**config.mk**
```make
export PLATFORM = sky130hd
export DESIGN_NAME = odp_pin_config
export DESIGN_NICKNAME = d
export VERILOG_FILES = /design/src/rtl/odp_pulse_timer.v /design/src/rtl/odp_pin_config.v
export VERILOG_INCLUDE_DIRS = /design/src /design/src/rtl
export SDC_FILE = /design/constraint.sdc
export NUM_CORES = 1
export LEC_CHECK = 0
export BUFFER_PORTS_ARGS = -buffer_cell sky130_fd_sc_hd__buf_2
export CAP_MARGIN = 40
export CORE_ASPECT_RATIO = 0.6
export CORE_UTILIZATION = 40
export DETAILED_ROUTE_END_ITERATION = 16
export PLACE_DENSITY = 0.69
export SYNTH_ARGS = -nofsm -noshare
export SYNTH_HDL_FRONTEND = slang
export SYNTH_SLANG_ARGS = --single-unit
```
**constraint.sdc**
```tcl
create_clock -name clk -period 2.62 [get_ports clk]
set_input_delay 0.262 -clock clk [delete_from_list [all_inputs] [get_ports clk]]
set_output_delay 0.262 -clock clk [all_outputs]
set_load 0.005 [all_outputs]
```
**src/rtl/odp_defs.vh**
```
// constants for the open-drain pin configuration block
`ifndef ODP_DEFS_VH
`define ODP_DEFS_VH
// apb byte addresses
`define ODP_ADDR_FUNC_SEL   8'h00
`define ODP_ADDR_PIN_STATE  8'h04
`define ODP_ADDR_LINE_STAT  8'h08
`define ODP_ADDR_LINE_CTRL  8'h0c
// selector field positions
`define ODP_PIN3_MSB 7
`define ODP_PIN3_LSB 6
`define ODP_PIN2_MSB 5
`define ODP_PIN2_LSB 4
`define ODP_PIN1_MSB 3
`define ODP_PIN1_LSB 2
`define ODP_PIN0_MSB 1
`define ODP_PIN0_LSB 0
// selector codes
`define ODP_SEL_INPUT 2'h0
`define ODP_SEL_ALERT 2'h1
`define ODP_SEL_LOW   2'h2
`define ODP_SEL_HIZ   2'h3
// reset values
`define ODP_FUNC_SEL_RST  8'h00
`define ODP_PIN_STATE_RST 8'hf0
// line timing, 10 MHz clock
`define ODP_CLK_HZ        10000000
`define ODP_RESET_LOW_US  480
`define ODP_ONE_MAX_US    15
`define ODP_RESET_CYC     ((`ODP_RESET_LOW_US * (`ODP_CLK_HZ / 1000000)))
`define ODP_ONE_MAX_CYC   ((`ODP_ONE_MAX_US * (`ODP_CLK_HZ / 1000000)))
`define ODP_ZERO_HOLD_US  60
`define ODP_ZERO_HOLD_CYC ((`ODP_ZERO_HOLD_US * (`ODP_CLK_HZ / 1000000)))
`define ODP_CNT_W         16
`endif

```
**src/rtl/odp_pulse_timer.v**
```verilog
// low-pulse width classifier for the shared data line
`timescale 1ns/10ps
`default_nettype none
`include "odp_defs.vh"

module odp_pulse_timer
(
   input  wire       clk,
   input  wire       rst,
   input  wire       line_in,
   output reg        is_reset_q,
   output reg        is_one_q,
   output reg        is_zero_q,
   output wire       fall_pulse
);
   reg                  prev_q;
   reg [`ODP_CNT_W-1:0] cnt_q;
   wire                 rise;

   assign fall_pulse = prev_q & ~line_in;
   assign rise       = ~prev_q & line_in;

   // =============================================
   // low period counter and classification
   always @(posedge clk)
   begin
      if (rst)
      begin
         prev_q     <= 1'b1;
         cnt_q      <= {`ODP_CNT_W{1'b0}};
         is_reset_q <= 1'b0;
         is_one_q   <= 1'b0;
         is_zero_q  <= 1'b0;
      end
      else
      begin
         prev_q     <= line_in;
         is_reset_q <= 1'b0;
         is_one_q   <= 1'b0;
         is_zero_q  <= 1'b0;
         if (!line_in)
         begin
            // saturate so a very long low still reads as reset
            if (cnt_q != {`ODP_CNT_W{1'b1}})
               cnt_q <= cnt_q + 1'b1;
         end
         else
            cnt_q <= {`ODP_CNT_W{1'b0}};
         if (rise)
         begin
            if (cnt_q >= `ODP_RESET_CYC)
               is_reset_q <= 1'b1;
            else if (cnt_q <= `ODP_ONE_MAX_CYC)
               is_one_q <= 1'b1;
            else
               is_zero_q <= 1'b1;
         end
      end
   end
endmodule // odp_pulse_timer
`default_nettype wire

```
**src/rtl/odp_pin_config.v**
```verilog
// open-drain general pin configuration with apb access and line decode
`timescale 1ns/10ps
`default_nettype none
`include "odp_defs.vh"

module odp_pin_config
(
   input  wire        clk,
   input  wire        rst,
   input  wire        psel,
   input  wire        penable,
   input  wire        pwrite,
   input  wire [7:0]  paddr,
   input  wire [31:0] pwdata,
   output wire        pready,
   output reg  [31:0] prdata,
   output wire        pslverr,
   input  wire [3:0]  general_pin_in,
   output wire [3:0]  general_pin_out,
   output wire [3:0]  general_pin_oe,
   input  wire        temp_alert,
   input  wire        shared_data_line_in,
   output wire        shared_data_line_out,
   output wire        shared_data_line_oe
);
   // =============================================
   // storage
   reg  [7:0] func_sel_q;
   reg  [7:0] pin_state_q;
   reg  [3:0] pin_s1_q;
   reg  [3:0] pin_s2_q;
   reg        line_s1_q;
   reg        line_s2_q;
   reg        tx_arm_q;
   reg        tx_bit_q;
   reg        hold_q;
   reg [`ODP_CNT_W-1:0] hold_cnt_q;
   reg  [2:0] evt_q;
   wire       is_reset;
   wire       is_one;
   wire       is_zero;
   wire       fall;
   wire [3:0] drive_low;
   wire [3:0] sel_vec;
   wire       wr_en;
   wire       rd_hit;
   wire       pin_read_cmd;
   integer    i;

   // full-width hold count, cut on purpose to the counter width
   localparam [31:0] HOLD_FULL = `ODP_ZERO_HOLD_CYC;

   // selector for pin n, reserved code folded onto input
   function [1:0] sel_of;
      input [7:0] cfg;
      input [1:0] n;
      reg   [1:0] s;
      begin
         s = cfg[{n, 1'b0} +: 2];
         if (s == `ODP_SEL_ALERT && n != 2'd2)
            sel_of = `ODP_SEL_INPUT;
         else
            sel_of = s;
      end
   endfunction

   // =============================================
   // apb slave, zero wait states
   assign pready  = 1'b1;
   assign wr_en   = psel & penable & pwrite;
   assign rd_hit  = (paddr == `ODP_ADDR_PIN_STATE) | (paddr == `ODP_ADDR_LINE_STAT)
                  | (paddr == `ODP_ADDR_FUNC_SEL) | (paddr == `ODP_ADDR_LINE_CTRL);
   // unmapped addresses report an error
   assign pslverr = psel & penable & ~rd_hit;
   // software pin-state read command also refreshes the snapshot
   assign pin_read_cmd = wr_en & (paddr == `ODP_ADDR_LINE_CTRL) & pwdata[0];

   always @*
   begin
      prdata = 32'h0;
      if (psel && !pwrite)
      begin
         case (paddr)
            `ODP_ADDR_PIN_STATE: prdata = {24'h0, pin_state_q};
            `ODP_ADDR_LINE_STAT: prdata = {29'h0, evt_q};
            // selector register is write only and reads zero
            default:             prdata = 32'h0;
         endcase
      end
   end

   // =============================================
   // configuration register and pin-state snapshot
   always @(posedge clk)
   begin
      if (rst)
      begin
         func_sel_q  <= `ODP_FUNC_SEL_RST;
         pin_state_q <= `ODP_PIN_STATE_RST;
         tx_bit_q    <= 1'b1;
         tx_arm_q    <= 1'b0;
      end
      else
      begin
         if (wr_en && paddr == `ODP_ADDR_FUNC_SEL)
            func_sel_q <= pwdata[7:0];
         if (wr_en && paddr == `ODP_ADDR_LINE_CTRL)
         begin
            tx_arm_q <= pwdata[1];
            tx_bit_q <= pwdata[2];
         end
         else if (fall && tx_arm_q)
            tx_arm_q <= 1'b0;
         if (pin_read_cmd)
         begin
            pin_state_q[3:0] <= pin_s2_q;
            pin_state_q[7:4] <= ~pin_s2_q;
            if (sel_vec[2])
            begin
               // alert status in place of the pin level
               pin_state_q[2] <= temp_alert;
               pin_state_q[6] <= ~temp_alert;
            end
         end
      end
   end

   // =============================================
   // pin drivers: open drain only, never drive high
   genvar g;
   generate
      for (g = 0; g < 4; g = g + 1)
      begin : g_pin
         localparam [31:0] GI = g;
         wire [1:0] s = sel_of(func_sel_q, GI[1:0]);
         assign drive_low[g] = (s == `ODP_SEL_LOW)
                             | (g == 2 && s == `ODP_SEL_ALERT && temp_alert);
         assign sel_vec[g] = (g == 2) && (s == `ODP_SEL_ALERT);
      end
   endgenerate
   assign general_pin_out = 4'h0;
   assign general_pin_oe  = drive_low;

   // =============================================
   // synchronisers for pins and line
   always @(posedge clk)
   begin
      if (rst)
      begin
         pin_s1_q  <= 4'h0;
         pin_s2_q  <= 4'h0;
         line_s1_q <= 1'b1;
         line_s2_q <= 1'b1;
      end
      else
      begin
         pin_s1_q  <= general_pin_in;
         pin_s2_q  <= pin_s1_q;
         line_s1_q <= shared_data_line_in;
         line_s2_q <= line_s1_q;
      end
   end

   odp_pulse_timer u_timer
   (
      .clk        (clk),
      .rst        (rst),
      .line_in    (line_s2_q),
      .is_reset_q (is_reset),
      .is_one_q   (is_one),
      .is_zero_q  (is_zero),
      .fall_pulse (fall)
   );

   // =============================================
   // line events and bit answer
   always @(posedge clk)
   begin
      if (rst)
      begin
         evt_q      <= 3'h0;
         hold_q     <= 1'b0;
         hold_cnt_q <= {`ODP_CNT_W{1'b0}};
      end
      else
      begin
         // sticky; a new event wins over the clear
         for (i = 0; i < 3; i = i + 1)
            if (wr_en && paddr == `ODP_ADDR_LINE_STAT && pwdata[i])
               evt_q[i] <= 1'b0;
         if (is_reset) evt_q[0] <= 1'b1;
         if (is_one)   evt_q[1] <= 1'b1;
         if (is_zero)  evt_q[2] <= 1'b1;
         if (fall && tx_arm_q && !tx_bit_q)
         begin
            hold_q     <= 1'b1;
            hold_cnt_q <= HOLD_FULL[`ODP_CNT_W-1:0];
         end
         else if (hold_q)
         begin
            if (hold_cnt_q == {{(`ODP_CNT_W-1){1'b0}}, 1'b1})
               hold_q <= 1'b0;
            hold_cnt_q <= hold_cnt_q - 1'b1;
         end
      end
   end

   // a one is sent by simply never pulling low
   assign shared_data_line_out = 1'b0;
   assign shared_data_line_oe  = hold_q;
endmodule // odp_pin_config
`default_nettype wire

```
# Word level (Yosys, flattened, before mapping)
# Cells that the tools add are included.
[totals]
reg_bits = 68
inputBits = 51
out_inout_bits = 44
wordCells = 98
[op_classes]
add_sub_neg = 2
n_lt_le_gt_ge = 2
n_eq_ne = 13
muxes = 23
bitwise = 17
reduce_logical = 22
[op_table]
columns = ["cell", "count"]
rows = [
  ["32-bit two-way mux", 1],
  ["10-bit two-way mux", 2],
  ["16-bit by 1-bit adder with 16-bit output, second input constant", 1],
  ["16-bit by 1-bit equality test with 1-bit output, second input constant", 1],
  ["8-bit by 4-bit equality test with 1-bit output, second input constant", 2],
  ["16-bit by 13-bit greater-or-equal comparator with 1-bit output, second input constant", 1],
  ["16-bit by 8-bit less-or-equal comparator with 1-bit output, second input constant", 1],
  ["1-bit two-way mux", 16],
  ["16-bit != test, second input constant", 1],
  ["8-bit case mux with 2 select lines", 1],
  ["16-bit by 1-bit subtractor with 16-bit output, second input constant", 1],
  ["1-bit logical AND", 10],
  ["2-bit nonzero test", 5],
  ["2-bit by 1-bit equality test with 1-bit output, second input constant", 4],
  ["2-bit equality test, second input constant", 4],
  ["8-bit by 3-bit equality test with 1-bit output, second input constant", 1],
  ["8-bit zero test", 1],
  ["1-bit AND", 7],
  ["2-bit two-way mux", 3],
  ["2-bit OR reduction", 3],
  ["1-bit inverter", 5],
  ["4-bit inverter", 1],
  ["1-bit bitwise OR", 4],
  ["3-bit OR reduction", 1],
  ["1-bit zero test", 2],
]

# Logic depth before layout (Yosys ltp)
# Gate-level depths: netlist of the first run.
[depth]
ltp_word = 6
ltp_mapped = 6
depth_no_buf = 6

# Modules after synthesis
# From an unflattened synthesis of the first run, not the netlist that was laid out.
[unflattened]
hier_cells = 372
hier_area_um2 = 3308.2
[modules_own_cells]
columns = ["mod", "instances", "cells_each", "area_per_inst_um2", "seq_area_each_um2"]
rows = [
  ["odp_pin_config", 1, 255, 2244.7, 960.9],
  ["odp_pulse_timer", 1, 117, 1063.5, 400.4],
]

# Worst setup path before layout of the first run
# OpenSTA, ideal clock, no wires.
[synth_path]
kind = "input -> register"
from = "input port paddr[5]"
to = "register pin_state_q[4]"
setup_ns = 0.120
arrival_ns = 1.744
required_ns = 2.500
path_slack_ns = 0.756
path_stages = 4
path_buffers = 1
path_cell_list = "or4_1 > or4_1 > buf_2 > a211o_1"
[synth_between]
elab_chain_cells = 3
[synth_lines]
columns = ["element", "line_no", "text"]
rows = [
  ["start: declaration", "odp_pin_config.v:13", "input wire [7:0] paddr,"],
  ["8-bit by 4-bit equality test with 1-bit output (no line)", "-", ""],
  ["1-bit AND (2 in a row)", "odp_pin_config.v:76", "assign pin_read_cmd = wr_en & (paddr == `ODP_ADDR_LINE_CTRL) & pwdata[0];"],
  ["end signal: assignment", "odp_pin_config.v:99", "pin_state_q <= `ODP_PIN_STATE_RST;"],
  ["end signal: assignment", "odp_pin_config.v:117", "pin_state_q[7:4] <= ~pin_s2_q;"],
  ["end: declaration", "odp_pin_config.v:29", "reg [7:0] pin_state_q;"],
]
# No other way between the ends.
# A chain may end at the register's enable or synchronous reset.

# Worst setup path after layout of the first run
[layout_path]
from = "register u_timer.cnt_q[0]"
to = "register u_timer.cnt_q[1]"
[layout_between]
elab_chain_cells = 1
word_cells_on_any_way = 2
cone_classes = "add/sub (1); eq/ne (1)"
[layout_lines]
columns = ["element", "line_no", "text"]
rows = [
  ["start: declaration", "odp_pulse_timer.v:17", "reg [`ODP_CNT_W-1:0] cnt_q;"],
  ["start signal: assignment", "odp_pulse_timer.v:30", "cnt_q <= {`ODP_CNT_W{1'b0}};"],
  ["start signal: assignment", "odp_pulse_timer.v:45", "cnt_q <= cnt_q + 1'b1;"],
  ["start signal: assignment", "odp_pulse_timer.v:48", "cnt_q <= {`ODP_CNT_W{1'b0}};"],
  ["16-bit by 1-bit adder with 16-bit output / 16-bit != test (equally long branches)", "odp_pulse_timer.v:45, odp_pulse_timer.v:44", ""],
]
# Parallel ways exist; a longest one is shown, timed or not.

==> results by group, run 1 <==
Power
  • Clock Power Share: 0.514
  • Seq pwr share: 0.455
  • Sw frac: 0.217
  • P_leak: 1.48 nW
  • Peak VDD IR: 284 uV
  • Pwr dens: 622 nW/um^2
  • Logic pwr share: 0.031
  • Pint: 1.80 mW
  • Switching pwr: 0.500 mW

Detailed routing
  • M1 wire length: 3510 microns
  • Vias after detailed routing: 2,633
  • Top layer used by detailed routing: met4
  • Drt wl/cell: 13.0 microns
  • Drt first pass iters: 4
  • Drt initial violations: 209
  • Met2 wire length: 2660 microns
  • DRT antenna net count: 0
  • Via density: 5.11
  • WL final: 6700 microns
  • Met3 wire length: 428 microns
  • DRC Markers: 0

Floorplan
  • Die area: 8400 sq um
  • Row count: 24
  • IO Pins: 95
  • Starting Density: 0.428
  • Die span in y: 71.4 microns
  • Core ar.: 7510 sq um
  • Die X: 118 microns

Clock network
  • CTS root buffer: clkbuf_16
  • CTS resizes: 0
  • TritonCTS Sinks: 68
  • Clock buffer depth: 2
  • Number of post-CTS setup repair buffers: 0
  • CTS Hold Buffers Added: 0
  • Worst-skew pair later-pin latency: 0.33 ns
  • CTS H-tree depth: 3
  • Reg clk slew, reported paths: 0.05 ns
  • Cts bufs inserted: 9
  • CTS tree: yes

Worst hold path
  • Worst min path class: primary input to flip-flop

Setup path
  • Worst endpoint required time: 2.89 ns
  • Cells along the critical path: ha_1 -> nand4_1 -> or4_1 -> mux2_1 -> nor2_1
  • Sum of buffers and inverters on the critical path: 0
  • Critical path startpoint category: flip-flop
  • CP max-delay cell: or4_1
  • Crit Path Max Fanout: 7
  • CP max stage delay: 0.62 ns
  • Critical path class: flip-flop to flip-flop
  • Critical Path AT: 2.27 ns
  • Worst Setup End Kind: flip-flop
  • Delay-heaviest family, CP: simple AND/OR/NAND/NOR gates

GRT
  • Vias in the first global route: 2,285
  • First-pass GRT wire length: 11,100 microns
  • Tot GR Track Use: 0.169
  • Pin count of the biggest net entering global routing: 40
  • Gr ovfl total: 0
  • Antenna violations before repair: 0

Logic synthesis
  • Sequential share of the synthesized area: 0.424
  • #FFs+latches synth: 68
  • Asr flop ratio synth: 0
  • Avg Inst Size Synth: 8.82 sq um
  • Syn Inst Count: 364
  • YS warnings: 0
  • Most common cell in the synthesized netlist: dfxtp_1
  • Synth top cells by count: dfxtp_1, nor2_1, buf_4, a21oi_1, nand2_1
  • Dominant cell type by area after synthesis: dfxtp_1
  • Most used flip-flop cell after synthesis: dfxtp_1
  • Top post-synthesis cells by area: dfxtp_1, buf_4, nor2_1
  • Unique masters post-synth: 52
  • Post-synthesis instance area: 3210 sq um
  • Post-synth EDFFs: 0
  • Post-synth top area share: 0.424

STA
  • Worst Tran Pin Value: 0.771 ns
  • Setup tns final: 0 ns
  • Tmin final: 2.00 ns
  • RSZ-0062 raised after global routing: false
  • Hold WS: 0.112 ns
  • Max Fclk: 499 MHz
  • Worst rel slew slack: 0.482
  • Final setup vio count: 0
  • Fin. max-slew vios: 0
  • Clock Skews: 0.00482 ns
  • Final hold viol count: 0
  • Period Utilization, post-route: 0.765

Place
  • Port Buffers: 40
  • HPWL after DPL: 4820 microns
  • Area after DPL: 3410 sq um
  • RePlAce Congestion: 0.887

Layout
  • Fin area: 3700 sq um
  • Area delta synth->final: 15.2%
  • Layout cells sized above 1: 0.170
  • Ant. Diodes: 0
  • NumNets Final: 461
  • Fillers: 725

Outcome
  • Status: completed

Job
  • Max-cap violations: 0
## layer usage
layer / vias to the layer above / track usage
met1: 1210 / 0.242
met4: 0 / 0.0570
met5: - / 0
li1: 1316 / -
met3: 8 / 0.0510
met2: 99 / 0.239
## worst reg2reg max path: stages, from the launching register on
cell	delay, ns
dfxtp_1	0.42
ha_1	0.25
nand4_1	0.21
or4_1	0.62
mux2_1	0.36
nor2_1	0.07
## metrics by stage
step	power (mW)	util	cells	worst slack, ns
2_1_floorplan	1.14	-	392	0.756
3_3_place_gp	1.14	0.454	499	0.539
3_5_place_dp	1.14	0.454	499	0.524
4_1_cts	2.32	0.493	515	0.629
5_1_grt	2.38	0.493	515	0.371
6_report	2.30	0.493	515	0.616
## worst paths after layout
kind / start / end / slack (ns) / cells past startpoint
max: u_timer.cnt_q[0]$_SDFFE_PP0P_ / u_timer.cnt_q[1]$_SDFFE_PP0P_ / 0.62 / 5
min: shared_data_line_in / line_s1_q$_SDFF_PP1_ / 0.11 / 2
max reg2reg: u_timer.cnt_q[0]$_SDFFE_PP0P_ / u_timer.cnt_q[1]$_SDFFE_PP0P_ / 0.62 / 5
min reg2reg: line_s1_q$_SDFF_PP1_ / line_s2_q$_SDFF_PP1_ / 0.41 / 1
## kinds of logic (layout without fill, tap and decap cells)
family                     count (synthesis)  count (layout)  synth area share
and+or+nand+nor                          149             149             0.262
adders and majority gates                  4               4            0.0156
DFF                                       68              68             0.424
AOI/OAI and AO/OA                         61              61             0.122
muxes                                     10              10            0.0316
other                                      2              30           0.00234
buffers and inverters                     54              73            0.0997
xor gates and xnor gates                  16              16            0.0436
## placed cells by master (no fill, tap or decap), drive strengths merged, types with 2 or more instances in the layout
cell / netlist / routed
ha: 4 / 4
xnor2: 10 / 10
clkinv: 0 / 6
o21ai: 10 / 10
or2: 5 / 5
buf: 33 / 44
nand4b: 3 / 3
a211o: 4 / 4
or3: 4 / 4
nor3: 8 / 8
nand2b: 2 / 2
o31ai: 4 / 4
a31oi: 4 / 4
mux2i: 9 / 9
inv: 13 / 13
nor4: 8 / 8
a311oi: 4 / 4
conb: 2 / 30
and2: 5 / 5
o211ai: 2 / 2
clkbuf: 8 / 9
nor4b: 3 / 3
dfxtp: 68 / 68
or4: 10 / 10
and4: 3 / 3
a211oi: 2 / 2
nor2: 41 / 41
nor2b: 14 / 14
nand2: 18 / 18
xor2: 6 / 6
a21oi: 21 / 21
a22oi: 3 / 3
and3: 2 / 2
a21o: 2 / 2
nand4: 11 / 11
nand3: 9 / 9
## power by group through the flow
stage / sequential (mW) / combinational [mW] / clock [mW]
floorplan: 1.07 / 0.0704 / 0
global placement: 1.07 / 0.0692 / 0
detailed placement: 1.07 / 0.0708 / 0
CTS: 1.05 / 0.0710 / 1.20
global route: 1.05 / 0.0813 / 1.25
finish: 1.05 / 0.0705 / 1.18
## flip-flops by register name (all words and copies together) (netlist names), 3 cells and up
signal	flops
pin_s1_q	4
pin_state_q	8
func_sel_q	8
hold_cnt_q	16
u_timer.cnt_q	16
evt_q	3
pin_s2_q	4
## final cells by class
cell class	count	area [sq um]	share of cell area
inverter	13	48.8	0.0132
clock buffer	9	225	0.0609
tap	104	130	0.0352
sequential	68	1360	0.368
timing repair buffer	44	230	0.0622
clock inverter	7	67.6	0.0183
multi-input combinational	270	1640	0.442
No activity file was read; power rests on OpenSTA's default activity.
==> inputs of run 2 (changes only) <==
- ABC_AREA: not set -> 1
- PLACE_DENSITY: 0.69 -> 0.71
- clock period: 2.62 -> 1.78 ns (I/O delays scaled with it)
==> results by group, run 2 <==
Layout
  • Layout cells sized above 1: 0.161 (-0.00973)
  • Commonest non-fill, non-tap cells in the layout: nand2_1, inv_1, dfxtp_1, nor2_1, buf_2
  • Ant. Diodes: 0 (unchanged)
  • Area delta synth->final: 16.4%
  • Most common cell after layout, fill and taps aside: nand2_1
  • NumNets Final: 599 (+30%)
  • Largest regs: hold_cnt_q (16), u_timer.cnt_q (16)

GRT
  • First-pass GRT wire length: 11,900 microns (+7.0%)
  • Antenna violations before repair: 0 (unchanged)
  • Vias in the first global route: 2,677 (+17%)
  • Pin count of the biggest net entering global routing: 17 (-57%)
  • Gr ovfl total: 0 (unchanged)
  • Tot GR Track Use: 0.173 (+0.00400)

Clock network
  • Clock buffer depth: 2 (unchanged)
  • CTS root buffer: clkbuf_16
  • Worst-skew pair later-pin latency: 0.33 ns (about the same)
  • CTS Hold Buffers Added: 0 (unchanged)
  • TritonCTS Sinks: 68 (unchanged)
  • Reg clk slew, reported paths: 0.05 ns (about the same)
  • CTS tree: yes
  • Cts bufs inserted: 9 (unchanged)
  • CTS H-tree depth: 3 (unchanged)

STA
  • Final hold viol count: 0 (unchanged)
  • Tmin final: 1.55 ns
  • Max Fclk: 647 MHz
  • Final setup vio count: 0 (unchanged)
  • Hold WS: 0.0446 ns (-0.0677 ns)
  • Fin. max-slew vios: 0 (unchanged)
  • Period Utilization, post-route: 0.869
  • Clock Skews: 0.00338 ns (-0.00144 ns)

Logic synthesis
  • Asr flop ratio synth: 0 (unchanged)
  • Syn Inst Count: 497 (+37%)
  • Sequential share of the synthesized area: 0.396 (-0.0275)
  • Post-synth EDFFs: 0 (unchanged)
  • YS warnings: 0 (unchanged)
  • Most used flip-flop cell after synthesis: dfxtp_1
  • Most common cell in the synthesized netlist: nand2_1
  • #FFs+latches synth: 68 (unchanged)
  • Post-synthesis instance area: 3430 sq um (+6.9%)
  • Dominant cell type by area after synthesis: dfxtp_1
  • Synth top cells by count: nand2_1, inv_1, dfxtp_1, nor2_1, nand3_1
  • Top post-synthesis cells by area: dfxtp_1, nand2_1, inv_1
  • Unique masters post-synth: 35 (-33%)
  • Post-synth top area share: 0.396 (-0.0275)
  • Avg Inst Size Synth: 6.91 sq um (-22%)

Power
  • Peak VDD IR: 490 uV (+73%)
  • Pwr dens: 915 nW/um^2 (+47%)
  • Total power: 3.66 mW (+59%)
  • P_leak: 1.79 nW (+21%)

Setup path
  • Critical path startpoint category: primary input
  • Worst setup path end: prdata[5]
  • Critical path class: primary input to output pin
  • Reg-to-reg setup timing slack: 0.24 ns (-0.38 ns)
  • Worst r2r path cells: 7 (+2)
  • Crit path from: paddr[7]
  • Critical R2R Capture: u_timer.cnt_q[1]$_SDFFE_PP0P_
  • Crit Path Max Fanout: 7 (unchanged)
  • Worst Setup End Kind: output pin
  • Worst endpoint required time: 1.60 ns (-1.29 ns)
  • Critical Path AT: 1.37 ns (-0.90 ns)
  • Worst reg2reg path startpoint: u_timer.cnt_q[1]$_SDFFE_PP0P_

Place
  • HPWL after DPL: 5460 microns (+13%)
  • RePlAce Congestion: 0.867 (-2.2%)
  • Port Buffers: 40 (unchanged)

Floorplan
  • IO Pins: 95 (unchanged)
  • Row count: 25 (+4.2%)
  • Die area: 8970 sq um (+6.8%)
  • Core ar.: 8100 sq um (+7.9%)
  • Starting Density: 0.424 (-0.00390)
  • Die span in y: 73.8 microns (+3.3%)
  • Die X: 122 microns (+3.3%)

Detailed routing
  • Vias after detailed routing: 3,070 (+17%)
  • Drt initial violations: 249 (+19%)
  • WL final: 7110 microns (+6.2%)
  • Drt first pass iters: 5 (+1)
  • DRT antenna net count: 0 (unchanged)
  • Drt wl/cell: 10.8 microns (-17%)
  • DRC Markers: 0 (unchanged)
  • Via density: 4.68 (-8.5%)

Job
  • Max-cap violations: 0 (unchanged)

Outcome
  • Status: completed

Worst hold path
  • Worst min path class: primary input to flip-flop
run 2: changes by cell type after synthesis, moves of 7 or more:
cell,delta
nand2_1,+78
inv_1,+62
nor2_1,+25
nand3_1,+22
nor2b_1,-14
mux2i_1,-9
a21oi_1,+8
o21ai_1,+8
xnor2_1,-8
inv_2,+7
nor2_2,+7
or4_1,-7
run 2: cells by family after synthesis:
| family | Yosys count | synth area share |
|---|---|---|
| buf+inv | 121 | 0.168 |
| fa+ha+maj | 4 | 0.0146 |
| other cells | 2 | 0.00219 |
| simple gates | 237 | 0.314 |
| xor+xnor | 2 | 0.00510 |
| compound gates | 63 | 0.0995 |
| flops | 68 | 0.396 |
run 2: area by class of cell:
type	count	area, sq um
clock buffers	10	239
repair buffers	45	238
multi-input cells	336	1610
clock inverters	5	100
flip-flops and latches	68	1360
fillers	825	4100
well taps	108	135
inverters	84	315
run 2: worst max-delay path: stages:
cell     delay [ns]
buf_2          0.10
nor2_1         0.09
nand2_1        0.14
nor2_4         0.20
nand2_1        0.09
nor2_2         0.16
inv_2          0.09
nor3_1         0.17
buf_2          0.15
run 2: worst min path at each step:
stage / from / end / cells past startpoint
2_1_floorplan: shared_data_line_in / line_s1_q$_SDFF_PP1_ / 1
4_1_cts: shared_data_line_in / line_s1_q$_SDFF_PP1_ / 2
6_report: shared_data_line_in / line_s1_q$_SDFF_PP1_ / 2
5_1_grt: shared_data_line_in / line_s1_q$_SDFF_PP1_ / 2
3_3_place_gp: general_pin_in[2] / pin_s1_q[2]$_SDFF_PP0_ / 3
3_5_place_dp: shared_data_line_in / line_s1_q$_SDFF_PP1_ / 2
run 2: metrics by stage:
| stage | std cells | setup slack [ns] | util | setup TNS [ns] | cell area, sq um |
|---|---|---|---|---|---|
| 2_1_floorplan | 525 | 0.375 | - | 0 | 3540 |
| 3_3_place_gp | 641 | 0.202 | 0.451 | 0 | 3650 |
| 3_5_place_dp | 641 | 0.151 | 0.451 | 0 | 3650 |
| 4_1_cts | 656 | 0.134 | 0.493 | 0 | 3990 |
| 5_1_grt | 656 | -0.0128 | 0.493 | -0.0128 | 4000 |
| 6_report | 656 | 0.234 | 0.493 | 0 | 4000 |
run 2: metal layers:
layer  part of all wire  track usage
met5                  0            0
met4              0.013       0.0700
met3              0.073       0.0427
met2               0.41        0.260
met1               0.50        0.236
run 2: power breakdown:
part,internal [mW],switching (mW),leakage [nW]
Clock,1.39,0.608,0.168
Sequential,1.54,0.00416,0.550
Combinational,0.0403,0.0790,1.07
Total,2.97,0.691,1.79
run 2: timing repair:
action / 4_1_cts / 5_1_grt
resized for setup: 0 / 1
endpoints found under the setup margin: 0 / 1
setup buffers: 0 / 0
==> inputs of run 3 (changes only) <==
- CORE_UTILIZATION: 40 -> 47
- HOLD_SLACK_MARGIN: not set -> 0.15
- PLACE_DENSITY: 0.71 -> 0.81
==> results by group, run 3 (same netlist as run 2, synthesis figures left out) <==
Outcome
  • Status: completed

Clock network
  • Reg clk slew, reported paths: 0.05 ns (about the same)
  • Clock buffer depth: 2 (unchanged)
  • Worst-skew pair later-pin latency: 0.32 ns (about the same)
  • Number of post-CTS setup repair buffers: 0 (unchanged)
  • CTS tree: yes
  • TritonCTS Sinks: 68 (unchanged)
  • CTS root buffer: clkbuf_16
  • Cts bufs inserted: 9 (unchanged)
  • CTS H-tree depth: 3 (unchanged)

Layout
  • Ant. Diodes: 0 (unchanged)
  • Fillers: 604 (-27%)
  • Largest regs: hold_cnt_q (16), u_timer.cnt_q (16)
  • Most common cell after layout, fill and taps aside: nand2_1
  • Layout cells sized above 1: 0.155 (-0.00563)
  • NumNets Final: 606 (+1.2%)
  • Commonest non-fill, non-tap cells in the layout: nand2_1, inv_1, dfxtp_1, nor2_1, buf_2
  • Area delta synth->final: 16.3% (about the same)
  • Non-Filler Instances: 642 (-2.1%)

Setup path
  • Worst endpoint required time: 2.03 ns (+0.43 ns)
  • Critical path class: flip-flop to flip-flop
  • Crit Path Max Fanout: 13 (+6)
  • Worst reg2reg path startpoint: u_timer.cnt_q[1]$_SDFFE_PP0P_
  • Crit path from: u_timer.cnt_q[1]$_SDFFE_PP0P_
  • Worst Setup End Kind: flip-flop
  • Critical Path AT: 1.82 ns (+0.45 ns)
  • Critical path startpoint category: flip-flop

STA
  • RSZ-0062 raised after global routing: false
  • Period Utilization, post-route: 0.883 (+0.0148)
  • Final setup vio count: 0 (unchanged)
  • Max Fclk: 636 MHz (-1.7%)
  • Fin. max-slew vios: 0 (unchanged)
  • Final hold viol count: 0 (unchanged)
  • Tmin final: 1.57 ns (+0.0264 ns)
  • Hold WS: 0.172 ns (+0.128 ns)
  • Clock Skews: 0.00583 ns (+0.00245 ns)
  • Setup tns final: 0 ns (unchanged)

Detailed routing
  • Via density: 4.86 (+3.8%)
  • Top layer used by detailed routing: met4
  • Drt first pass iters: 5 (unchanged)
  • DRT antenna net count: 0 (unchanged)
  • Drt wl/cell: 11.4 microns (+4.8%)
  • Drt initial violations: 220 (-12%)
  • WL final: 7300 microns (+2.6%)
  • Vias after detailed routing: 3,118 (+1.6%)
  • M1 wire length: 3580 microns (about the same)
  • Met2 wire length: 3030 microns (+3.9%)
  • DRC Markers: 0 (unchanged)
  • Met3 wire length: 565 microns (+8.2%)

Power
  • Switching pwr: 0.686 mW (-0.74%)
  • P_leak: 1.80 nW (+0.25%)
  • Sw frac: 0.204 (+0.0154)
  • Total power: 3.36 mW (-8.2%)
  • Seq pwr share: 0.459 (+0.038)
  • Logic pwr share: 0.039 (+0.006)
  • Clock Power Share: 0.502 (-0.044)
  • Pwr dens: 841 nW/um^2 (-8.2%)
  • Peak VDD IR: 615 uV (+26%)
  • Pint: 2.67 mW (-10%)

Floorplan
  • Die area: 7660 sq um (-15%)
  • Die span in y: 68.2 microns (-7.5%)
  • Core ar.: 6880 sq um (-15%)
  • Die X: 112 microns (-7.6%)
  • Row count: 23 (-8.0%)
  • Starting Density: 0.499 (+0.0754)
  • IO Pins: 95 (unchanged)

Place
  • HPWL after DPL: 5410 microns (-0.93%)
  • RePlAce Congestion: 0.849 (-2.1%)
  • Placed cell count: 619 (-3.4%)
  • Port Buffers: 40 (unchanged)

GRT
  • Antenna violations before repair: 0 (unchanged)
  • Pin count of the biggest net entering global routing: 17 (unchanged)
  • Tot GR Track Use: 0.206 (+0.0337)
  • Vias in the first global route: 2,753 (+2.8%)
  • First-pass GRT wire length: 12,200 microns (+2.1%)
  • Gr ovfl total: 0 (unchanged)

Job
  • Max-cap violations: 0 (unchanged)

Worst hold path
  • Worst min path class: primary input to flip-flop
  • Hold_sp: pwdata[4]
==> run 3: power by group through the flow <==
| stage | Sequential (mW) | Clock [mW] | Combinational (mW) |
|---|---|---|---|
| floorplan | 1.57 | 0 | 0.111 |
| global placement | 1.57 | 0 | 0.114 |
| detailed placement | 1.57 | 0 | 0.116 |
| CTS | 1.54 | 1.73 | 0.130 |
| global route | 1.54 | 1.78 | 0.152 |
| finish | 1.54 | 1.69 | 0.131 |
==> run 3: stage by stage <==
step / util / worst slack, ns / area (sq um)
floorplan: - / 0.375 / 3540
global placement: 0.526 / 0.225 / 3620
detailed placement: 0.526 / 0.190 / 3620
CTS: 0.580 / 0.147 / 3990
global route: 0.581 / 0.0397 / 3990
finish: 0.581 / 0.207 / 3990
==> run 3: critical path: stages, from the launching register on <==
cell and delay (ns):
dfxtp_1 0.40, ha_1 0.23, nand3_2 0.12, nor2_2 0.21, nand3_4 0.20, inv_2 0.14, nand2_1 0.07, a21oi_1 0.12
==> run 3: worst paths after layout <==
kind                                                       to  slack, ns  depth (start not counted)
worst min-delay path               func_sel_q[4]$_SDFFE_PP0P_       0.17                          3
worst min register to register         pin_s2_q[1]$_SDFF_PP0_       0.41                          2
worst max-delay path            u_timer.cnt_q[0]$_SDFFE_PP0P_       0.21                          7
worst max register to register  u_timer.cnt_q[0]$_SDFFE_PP0P_       0.21                          7
==> run 3: timing repair <==
action	4_1_cts	5_1_grt
endpoints found under the hold margin	8	0
hold buffers	8	0
setup endpoints to repair	0	2
gates resized for setup	0	1
==> run 3: per-layer routing <==
metal	vias to the layer above	GRT usage
li1	1616	-
met1	1370	0.266
met2	118	0.323
met3	14	0.0647
met4	0	0.0900
met5	-	0
==> run 3: layout make-up <==
type | count | area, sq um | share of cell area
timing repair buffer | 52 | 310 | 0.0777
tap | 87 | 109 | 0.0273
multi-input combinational | 336 | 1610 | 0.403
clock buffer | 14 | 284 | 0.0711
inverter | 84 | 315 | 0.0789
sequential | 68 | 1360 | 0.341
clock inverter | 1 | 5.00 | 0.00125
